<file path="src/hdl/ivp_consts.svh">
// constants for the interrupt vector and priority logic
`ifndef IVP_CONSTS_SVH
`define IVP_CONSTS_SVH

`define IVP_NSRC 15
`define IVP_IDX_W 4
`define IVP_VEC_W 16
`define IVP_RESET_VEC 16'h0000
`define IVP_VEC_BASE 16'h0003
`define IVP_VEC_STEP 16'h0008
`define IVP_HWCLR_SRCS 4'h4

// timer control flag positions
`define IVP_TC_EXT0 1
`define IVP_TC_EXT1 3
`define IVP_TC_TMR0 5
`define IVP_TC_TMR1 7

// flag positions in the peripheral control registers
`define IVP_SER_RX 0
`define IVP_SER_TX 1
`define IVP_HI_OVF 7
`define IVP_LO_OVF 6
`define IVP_SPI_LO 4
`define IVP_SPI_HI 7
`define IVP_SMB_EVT 0
`define IVP_ADC_WIN 3
`define IVP_ADC_DONE 5
`define IVP_CA_OVF 7
`define IVP_CA_CHAN_MASK 8'h07
`define IVP_CA_MID_OVF 6
`define IVP_CMP_FALL 4
`define IVP_CMP_RISE 5

`endif

</file>
<file path="src/hdl/ivp_pkg.sv">
// types shared by both ends of the interrupt vector link
package ivp_pkg;
  typedef logic [15:0] vec_t;
  typedef logic [3:0] src_idx_t;
  typedef logic [14:0] src_mask_t;
  typedef logic [7:0] reg8_t;
endpackage

</file>
<file path="src/hdl/ivp_if.sv">
// link between the interrupt controller and the processor core
`timescale 1ns/1ps
interface ivp_if;
  import ivp_pkg::*;
  logic req;
  vec_t vector;
  src_idx_t src;
  logic ack;
  modport ctrl (output req, output vector, output src, input ack);
  modport core (input req, input vector, input src, output ack);
endinterface

</file>
<file path="src/hdl/ivp_prio_pick.sv">
// fixed priority picker: lowest index wins
`timescale 1ns/1ps
`include "ivp_consts.svh"
module ivp_prio_pick (
  input wire ivp_pkg::src_mask_t i_active,
  output logic o_found,
  output ivp_pkg::src_idx_t o_idx
);
  import ivp_pkg::*;

  always_comb begin
    o_found = 1'b0;
    o_idx = '0;
    // scan from the top down so the lowest index is written last
    for (int i = `IVP_NSRC - 1; i >= 0; i--) begin
      if (i_active[i]) begin
        o_found = 1'b1;
        o_idx = src_idx_t'(i);
      end
    end
  end
endmodule // ivp_prio_pick

</file>
<file path="src/hdl/ivp_ctrl.sv">
// interrupt controller end: pending flags, enables, priority, vector request
`timescale 1ns/1ps
`include "ivp_consts.svh"

// Behaviour
// - reset vectors to 0x0000, always, highest
// - ext pin 0: 0x0003, pos 0, hw clear
// - timer 0: 0x000B, pos 1, hw clear
// - ext pin 1: 0x0013, pos 2, hw clear
// - timer 1: 0x001B, pos 3, hw clear
// - serial rx/tx: 0x0023, pos 4, software clears
// - timer 2 overflows: 0x002B, pos 5, software clears
// - spi four flags: 0x0033, pos 6
// - smbus event: 0x003B, pos 7
// - port match: 0x0043, pos 8, no flag
// - adc window: 0x004B, pos 9
// - adc done: 0x0053, pos 10
// - counter array flags: 0x005B, pos 11
// - comparator 0 edges: 0x0063, pos 12
// - comparator 1 edges: 0x006B, pos 13
// - timer 3 overflows: 0x0073, pos 14
module ivp_ctrl (
  // clock and reset
  input wire logic i_ref_clk,
  input wire logic i_rst_b,
  // link to the core
  ivp_if.ctrl link,
  // flag set events for hardware-cleared sources
  input wire logic i_ext0_event,
  input wire logic i_timer0_event,
  input wire logic i_ext1_event,
  input wire logic i_timer1_event,
  // software write-one-to-clear on the timer control flags
  input wire ivp_pkg::reg8_t i_timer_control_clr,
  // peripheral control registers holding software-cleared flags, and the port match line
  input wire ivp_pkg::reg8_t i_serial_control_reg,
  input wire ivp_pkg::reg8_t i_tmr2_control_reg,
  input wire ivp_pkg::reg8_t i_spi_port_control,
  input wire ivp_pkg::reg8_t i_smbus_port_control,
  input wire logic i_port_match,
  input wire ivp_pkg::reg8_t i_adc_control_reg,
  input wire ivp_pkg::reg8_t i_counter_array_control,
  input wire ivp_pkg::reg8_t i_counter_array_pwm_reg,
  input wire ivp_pkg::reg8_t i_comp0_control_reg,
  input wire ivp_pkg::reg8_t i_comp1_control_reg,
  input wire ivp_pkg::reg8_t i_tmr3_control_reg,
  // enable registers
  input wire ivp_pkg::reg8_t i_int_enable_reg_a,
  input wire ivp_pkg::reg8_t i_int_enable_reg_b,
  // status
  output ivp_pkg::reg8_t o_timer_control_reg,
  output ivp_pkg::src_mask_t o_pending
);
  import ivp_pkg::*;

  function automatic vec_t vec_of(input src_idx_t idx);
    vec_of = vec_t'(`IVP_VEC_BASE + `IVP_VEC_STEP * vec_t'(idx));
  endfunction

  // one event flag: an event on the clearing beat keeps it set
  function automatic logic next_flag(input logic cur, input logic set,
    input logic hw_clear, input logic sw_clear);
    next_flag = set | (cur & ~hw_clear & ~sw_clear);
  endfunction

  // the paired flags of timers and comparators raise one request
  function automatic logic either_bit(input reg8_t r, input int a, input int b);
    either_bit = r[a] | r[b];
  endfunction

  // status image of the four hardware-cleared flags, other bits read 0
  function automatic reg8_t tc_image(input logic e0, input logic t0, input logic e1,
    input logic t1);
    tc_image = '0;
    tc_image[`IVP_TC_EXT0] = e0;
    tc_image[`IVP_TC_TMR0] = t0;
    tc_image[`IVP_TC_EXT1] = e1;
    tc_image[`IVP_TC_TMR1] = t1;
  endfunction

  logic ext0_pending;
  logic ext1_pending;
  logic timer0_overflow_flag;
  logic timer1_overflow_flag;
  logic [3:0] hw_clr;
  src_mask_t pending;
  src_mask_t enabled;
  logic found;
  src_idx_t win;

  // hardware clear only for positions 0..3, on the acknowledge beat
  always_comb begin
    hw_clr = '0;
    if (link.req && link.ack && link.src < `IVP_HWCLR_SRCS) begin
      hw_clr[link.src[1:0]] = 1'b1;
    end
  end

  // set wins over either clear so no edge is lost
  always_ff @(posedge i_ref_clk or negedge i_rst_b) begin
    if (!i_rst_b) begin
      ext0_pending <= 1'b0;
    end else begin
      ext0_pending <= next_flag(ext0_pending, i_ext0_event, hw_clr[0],
        i_timer_control_clr[`IVP_TC_EXT0]);
    end
  end

  // timer 0 overflow flag
  always_ff @(posedge i_ref_clk or negedge i_rst_b) begin
    if (!i_rst_b) begin
      timer0_overflow_flag <= 1'b0;
    end else begin
      timer0_overflow_flag <= next_flag(timer0_overflow_flag, i_timer0_event, hw_clr[1],
        i_timer_control_clr[`IVP_TC_TMR0]);
    end
  end

  // ext pin 1 flag
  always_ff @(posedge i_ref_clk or negedge i_rst_b) begin
    if (!i_rst_b) begin
      ext1_pending <= 1'b0;
    end else begin
      ext1_pending <= next_flag(ext1_pending, i_ext1_event, hw_clr[2],
        i_timer_control_clr[`IVP_TC_EXT1]);
    end
  end

  // timer 1 overflow flag
  always_ff @(posedge i_ref_clk or negedge i_rst_b) begin
    if (!i_rst_b) begin
      timer1_overflow_flag <= 1'b0;
    end else begin
      timer1_overflow_flag <= next_flag(timer1_overflow_flag, i_timer1_event, hw_clr[3],
        i_timer_control_clr[`IVP_TC_TMR1]);
    end
  end

  // software-cleared flags are read as images; the peripherals clear them
  always_comb begin
    pending[0] = ext0_pending;
    pending[1] = timer0_overflow_flag;
    pending[2] = ext1_pending;
    pending[3] = timer1_overflow_flag;
    pending[4] = either_bit(i_serial_control_reg, `IVP_SER_RX, `IVP_SER_TX);
    pending[5] = either_bit(i_tmr2_control_reg, `IVP_HI_OVF, `IVP_LO_OVF);
    pending[6] = |i_spi_port_control[`IVP_SPI_HI:`IVP_SPI_LO];
    pending[7] = i_smbus_port_control[`IVP_SMB_EVT];
    pending[8] = i_port_match;
    pending[9] = i_adc_control_reg[`IVP_ADC_WIN];
    pending[10] = i_adc_control_reg[`IVP_ADC_DONE];
    pending[11] = i_counter_array_control[`IVP_CA_OVF] |
      (|(i_counter_array_control & `IVP_CA_CHAN_MASK)) |
      i_counter_array_pwm_reg[`IVP_CA_MID_OVF];
    pending[12] = either_bit(i_comp0_control_reg, `IVP_CMP_FALL, `IVP_CMP_RISE);
    pending[13] = either_bit(i_comp1_control_reg, `IVP_CMP_FALL, `IVP_CMP_RISE);
    pending[14] = either_bit(i_tmr3_control_reg, `IVP_HI_OVF, `IVP_LO_OVF);
  end

  // positions 0..6 use enable a bits 0..6, 7..14 use enable b bits 0..7;
  // enable a bit 7 steers no position, so it is dropped here
  always_comb begin
    enabled = pending & {i_int_enable_reg_b, i_int_enable_reg_a[6:0]};
  end

  ivp_prio_pick u_pick (
    .i_active(enabled),
    .o_found(found),
    .o_idx(win)
  );

  // request is latched and held until the core acknowledges;
  // a higher source arriving meanwhile waits for the next choice
  always_ff @(posedge i_ref_clk or negedge i_rst_b) begin
    if (!i_rst_b) begin
      link.req <= 1'b0;
      link.src <= '0;
      link.vector <= `IVP_RESET_VEC;
    end else if (!link.req) begin
      if (found) begin
        link.req <= 1'b1;
        link.src <= win;
        link.vector <= vec_of(win);
      end
    end else if (link.ack) begin
      link.req <= 1'b0;
    end
  end

  // images lag the flags by one beat; software sees them a cycle late
  always_ff @(posedge i_ref_clk or negedge i_rst_b) begin
    if (!i_rst_b) begin
      o_timer_control_reg <= '0;
    end else begin
      o_timer_control_reg <= tc_image(ext0_pending, timer0_overflow_flag, ext1_pending,
        timer1_overflow_flag);
    end
  end

  // raw flags regardless of enable
  always_ff @(posedge i_ref_clk or negedge i_rst_b) begin
    if (!i_rst_b) begin
      o_pending <= '0;
    end else begin
      o_pending <= pending;
    end
  end
endmodule // ivp_ctrl

</file>
<file path="src/flat_wrapper.sv">
// flat-port wrapper written by rule: the top's interface ports become plain ports
module ivp_ctrl_flat import ivp_pkg::*;
  (i_ref_clk, i_rst_b, i_ext0_event, i_timer0_event, i_ext1_event, i_timer1_event, i_timer_control_clr, i_serial_control_reg, i_tmr2_control_reg, i_spi_port_control, i_smbus_port_control, i_port_match, i_adc_control_reg, i_counter_array_control, i_counter_array_pwm_reg, i_comp0_control_reg, i_comp1_control_reg, i_tmr3_control_reg, i_int_enable_reg_a, i_int_enable_reg_b, o_timer_control_reg, o_pending, link_req, link_vector, link_src, link_ack);
  ivp_if link_i ();
  input wire logic i_ref_clk;
  input wire logic i_rst_b;
  input wire logic i_ext0_event;
  input wire logic i_timer0_event;
  input wire logic i_ext1_event;
  input wire logic i_timer1_event;
  input wire ivp_pkg::reg8_t i_timer_control_clr;
  input wire ivp_pkg::reg8_t i_serial_control_reg;
  input wire ivp_pkg::reg8_t i_tmr2_control_reg;
  input wire ivp_pkg::reg8_t i_spi_port_control;
  input wire ivp_pkg::reg8_t i_smbus_port_control;
  input wire logic i_port_match;
  input wire ivp_pkg::reg8_t i_adc_control_reg;
  input wire ivp_pkg::reg8_t i_counter_array_control;
  input wire ivp_pkg::reg8_t i_counter_array_pwm_reg;
  input wire ivp_pkg::reg8_t i_comp0_control_reg;
  input wire ivp_pkg::reg8_t i_comp1_control_reg;
  input wire ivp_pkg::reg8_t i_tmr3_control_reg;
  input wire ivp_pkg::reg8_t i_int_enable_reg_a;
  input wire ivp_pkg::reg8_t i_int_enable_reg_b;
  output ivp_pkg::reg8_t o_timer_control_reg;
  output ivp_pkg::src_mask_t o_pending;
  output wire logic [$bits(link_i.req)-1:0] link_req;
  output wire logic [$bits(link_i.vector)-1:0] link_vector;
  output wire logic [$bits(link_i.src)-1:0] link_src;
  input wire logic [$bits(link_i.ack)-1:0] link_ack;
  assign link_req = link_i.req;
  assign link_vector = link_i.vector;
  assign link_src = link_i.src;
  assign link_i.ack = link_ack;
  ivp_ctrl u_core (.i_ref_clk(i_ref_clk), .i_rst_b(i_rst_b), .link(link_i), .i_ext0_event(i_ext0_event), .i_timer0_event(i_timer0_event), .i_ext1_event(i_ext1_event), .i_timer1_event(i_timer1_event), .i_timer_control_clr(i_timer_control_clr), .i_serial_control_reg(i_serial_control_reg), .i_tmr2_control_reg(i_tmr2_control_reg), .i_spi_port_control(i_spi_port_control), .i_smbus_port_control(i_smbus_port_control), .i_port_match(i_port_match), .i_adc_control_reg(i_adc_control_reg), .i_counter_array_control(i_counter_array_control), .i_counter_array_pwm_reg(i_counter_array_pwm_reg), .i_comp0_control_reg(i_comp0_control_reg), .i_comp1_control_reg(i_comp1_control_reg), .i_tmr3_control_reg(i_tmr3_control_reg), .i_int_enable_reg_a(i_int_enable_reg_a), .i_int_enable_reg_b(i_int_enable_reg_b), .o_timer_control_reg(o_timer_control_reg), .o_pending(o_pending));
endmodule
</file>
<file path="config.mk">
export PLATFORM = sky130hd
export DESIGN_NAME = ivp_ctrl_flat
export DESIGN_NICKNAME = d
export VERILOG_FILES = /design/src/hdl/ivp_pkg.sv /design/src/hdl/ivp_if.sv /design/src/hdl/ivp_prio_pick.sv /design/src/hdl/ivp_ctrl.sv /design/src/flat_wrapper.sv
export VERILOG_INCLUDE_DIRS = /design/src /design/src/hdl
export SDC_FILE = /design/constraint.sdc
export NUM_CORES = 1
export LEC_CHECK = 0
export ABC_AREA = 1
export BUFFER_PORTS_ARGS = -buffer_cell sky130_fd_sc_hd__buf_2
export CAP_MARGIN = 5
export CORE_MARGIN = 1.5
export CORE_UTILIZATION = 30
export DETAILED_ROUTE_END_ITERATION = 12
export PLACE_DENSITY_LB_ADDON = 0.25
export SKIP_LAST_GASP = 1
export SYNTH_ARGS = -nofsm -noshare
export SYNTH_HDL_FRONTEND = slang
export SYNTH_HIERARCHICAL = 1
export SYNTH_SLANG_ARGS = --single-unit
</file>
<file path="constraint.sdc">
create_clock -name i_ref_clk -period 1.7 [get_ports i_ref_clk]
set_clock_uncertainty 0.15 [all_clocks]
set_input_delay 0.34 -clock i_ref_clk [delete_from_list [all_inputs] [get_ports i_ref_clk]]
set_output_delay 0.34 -clock i_ref_clk [all_outputs]
set_load 0.03 [all_outputs]
</file>
==> flow_summary.ini <==
[die]
ios = 156
die_area_um2 = 4990
die_x_um = 70.6
die_h_um = 70.6
start_util_pct = 31.3
core_area_um2 = 4380
core.rowCount = 24

[route]
drcViolationCount = 0
viasPerCell = 3.97
ant_nets = 0
detail_route.iter0.violations = 19
drt_pass1_iterations = 4
routed_wl_um = 2940
wl_per_cell_um = 9.37
num_vias = 1246

[timing]
hold_viol_final = 0
tightest_slew_ns = 0.582
fin_crit_sh_pct = 99.8
setup_violations = 0
maxSlewViolCount = 0
rsz0062_at_grt = true
min_period_ns = 1.70
fmax_ghz = 0.589
slew_headroom_pct = 61.2
setup_slack_ns = 0.00300

[final_layout]
area_growth_pct = 40.5
final_area_um2 = 1930
fin_util_pct = 44.0
final_nets = 375
fillerInstances = 462
diodes = 0
drive_gt1_share_pct = 43.9

[logic_synthesis]
synth_ff_type = dfrtp_1
muxShareOfSynthArea_pct = 0
ys_seq_area_share_pct = 45.6
synth_area_leaders = dfrtp_1 (46%), buf_4 (13%), nand2_1 (10%)
postSynthCellCount = 178
postSynthAreaPerCell_um2 = 7.71
ys_seq_elements = 25
yosys_warnings = 6
synthesis.area_um2 = 1370
synth_fa_ha_area_share_pct = 0
yosysMostFrequentCell = nand2_1
synth_edf_count = 0
synthTopCellsByCount = nand2_1 (38), inv_1 (28), dfrtp_1 (25), buf_4 (23), nor2_1 (18)
ys_async_sr_fraction_pct = 100
ys_types = 20
synth_compound_area_share_pct = 5.74
synthXorXnorAreaFrac_pct = 0
yosysTopAreaCell = dfrtp_1
yosys.area.top_type_share_pct = 45.6
synth_top_family_by_area = simple AND/OR/NAND/NOR gates
synth_simple_gate_area_share_pct = 26.0

[cts]
ctsHtreeMaxLevel = 1
numCtsBuffers = 3
insertion_delay_ns = 0.27
clk_pin_slew_ns = 0.09
cts_max_path_buffers = 2
cts-root-buf = clkbuf_8
cts_tree = done
cts_sinks = 25

[global_route]
grt_pass1_vias = 1162
grt_pass1_wl_um = 4770
grt_max_degree = 26
grt_usage_pct = 11.9
overflow = 0
grt_antenna_before_repair = 0

[worst_setup_path]
path_cells = buf_6, nor2_1, nand3b_1, nand2_1, inv_1, inv_2, nand4_1, nor4_2, buf_4, nand2_4, nand2_8, nor2_2, a21oi_2
cp_slowest_cell = nor4_2
path_class = in -> reg
crit_fanout = 8
worstPathArrival_ns = 1.75
slowest_delay_ns = 0.35
critPathLaunchType = primary input
crit_family = simple AND/OR/NAND/NOR gates
cp.required_ns = 1.75
worst-path-buf-inv = 4
setup.worst_path.end_class = register

[placement]
io_buffers = 78
placed_area_um2 = 1770
dp_hpwl_um = 2260
dp_slack_ns = -0.219
place_congestion = 0.689

[status]
outcome = completed

[pwr]
power_density_nw_per_um2 = 1010
p_leak_nw = 1.12
ir_drop_mv = 0.694

[hold_path]
hold_class = in -> reg

[run]
cap_violations = 0
cells by family after synthesis:
group / count (synthesis)
and+or+nand+nor: 81
buffers and inverters: 59
DFF: 25
AOI/OAI and AO/OA: 12
other: 1
power by group:
part	leakage [nW]	internal, W	switching (W)	total (W)
Clock	0.0255	0.000164	0.000190	0.000353
Combinational	0.822	0.000274	0.000581	0.000856
Sequential	0.273	0.000675	0.0000713	0.000746
path summary, 6_finish.rpt:
kind,startpoint,end,slack (ns),cells after the start
setup / recovery,i_counter_array_control[7],u_core/link.src[1]$_DFFE_PN0P_,0.003,13
hold / removal,i_smbus_port_control[0],u_core/o_pending[7]$_DFF_PN0_,0.04,1
setup reg to reg,u_core/timer0_overflow_flag$_DFF_PN0_,u_core/link.src[1]$_DFFE_PN0P_,0.03,10
hold reg to reg,u_core/timer0_overflow_flag$_DFF_PN0_,u_core/o_pending[1]$_DFF_PN0_,0.26,0
max in group asynchronous,i_rst_b,u_core/o_pending[13]$_DFF_PN0_,0.57,2
min in group asynchronous,i_rst_b,u_core/o_pending[11]$_DFF_PN0_,0.45,2
registers in the layout, summed over array words and instances (netlist names):
signal	cells
u_core/ext0_pending	1
u_core/ext1_pending	1
u_core/link.req	1
u_core/link.src	3
u_core/link.vector	2
u_core/o_pending	15
u_core/timer0_overflow_flag	1
u_core/timer1_overflow_flag	1
layout make-up:
class	instances	area (um^2)	share of cell area (%)
well taps	52	65.1	3.37
inverters	36	135	7.01
multi-input cells	107	554	28.7
clock buffers	3	41.3	2.14
clock inverters	1	5.00	0.260
flip-flops and latches	25	626	32.4
repair buffers	90	502	26.0
cells in the final DEF, fill, tap and decap left out, types with 3 or more instances in the layout:
| master | instances |
|---|---|
| buf_4 | 11 |
| inv_2 | 8 |
| nand2_1 | 37 |
| nand3_1 | 9 |
| nor2_2 | 4 |
| conb_1 | 14 |
| buf_6 | 3 |
| nor2_1 | 14 |
| a21oi_2 | 3 |
| or2_1 | 6 |
| clkbuf_8 | 3 |
| dfrtp_1 | 25 |
| buf_2 | 75 |
| inv_1 | 28 |
| o21a_1 | 5 |
layer usage:
| metal | vias up | global-route usage [%] | part of all wire, % |
|---|---|---|---|
| li1 | 661 | - | - |
| met1 | 526 | 15.6 | 47 |
| met2 | 57 | 19.0 | 43 |
| met3 | 2 | 2.42 | 8.7 |
| met4 | 0 | 5.24 | 1.2 |
| met5 | - | 0 | 0 |
metrics by stage:
step,hold WS [ns],setup TNS [ns],power [W],cells
floorplan,-0.106,0,0.00137,191
global placement,0.230,-1.09,0.00153,307
detailed placement,0.231,-1.10,0.00154,307
CTS,0.0369,0,0.00190,312
global route,0.0287,-0.454,0.00209,314
finish,0.0427,0,0.00196,314
what timing repair did:
action                                  4_1_cts  5_1_grt
resized for setup                             0       18
hold endpoints to repair                     25        0
endpoints found under the setup margin        0        6
hold buffers                                  1        0
buffers inserted                              0        2
No activity file was read; power rests on OpenSTA's default activity.
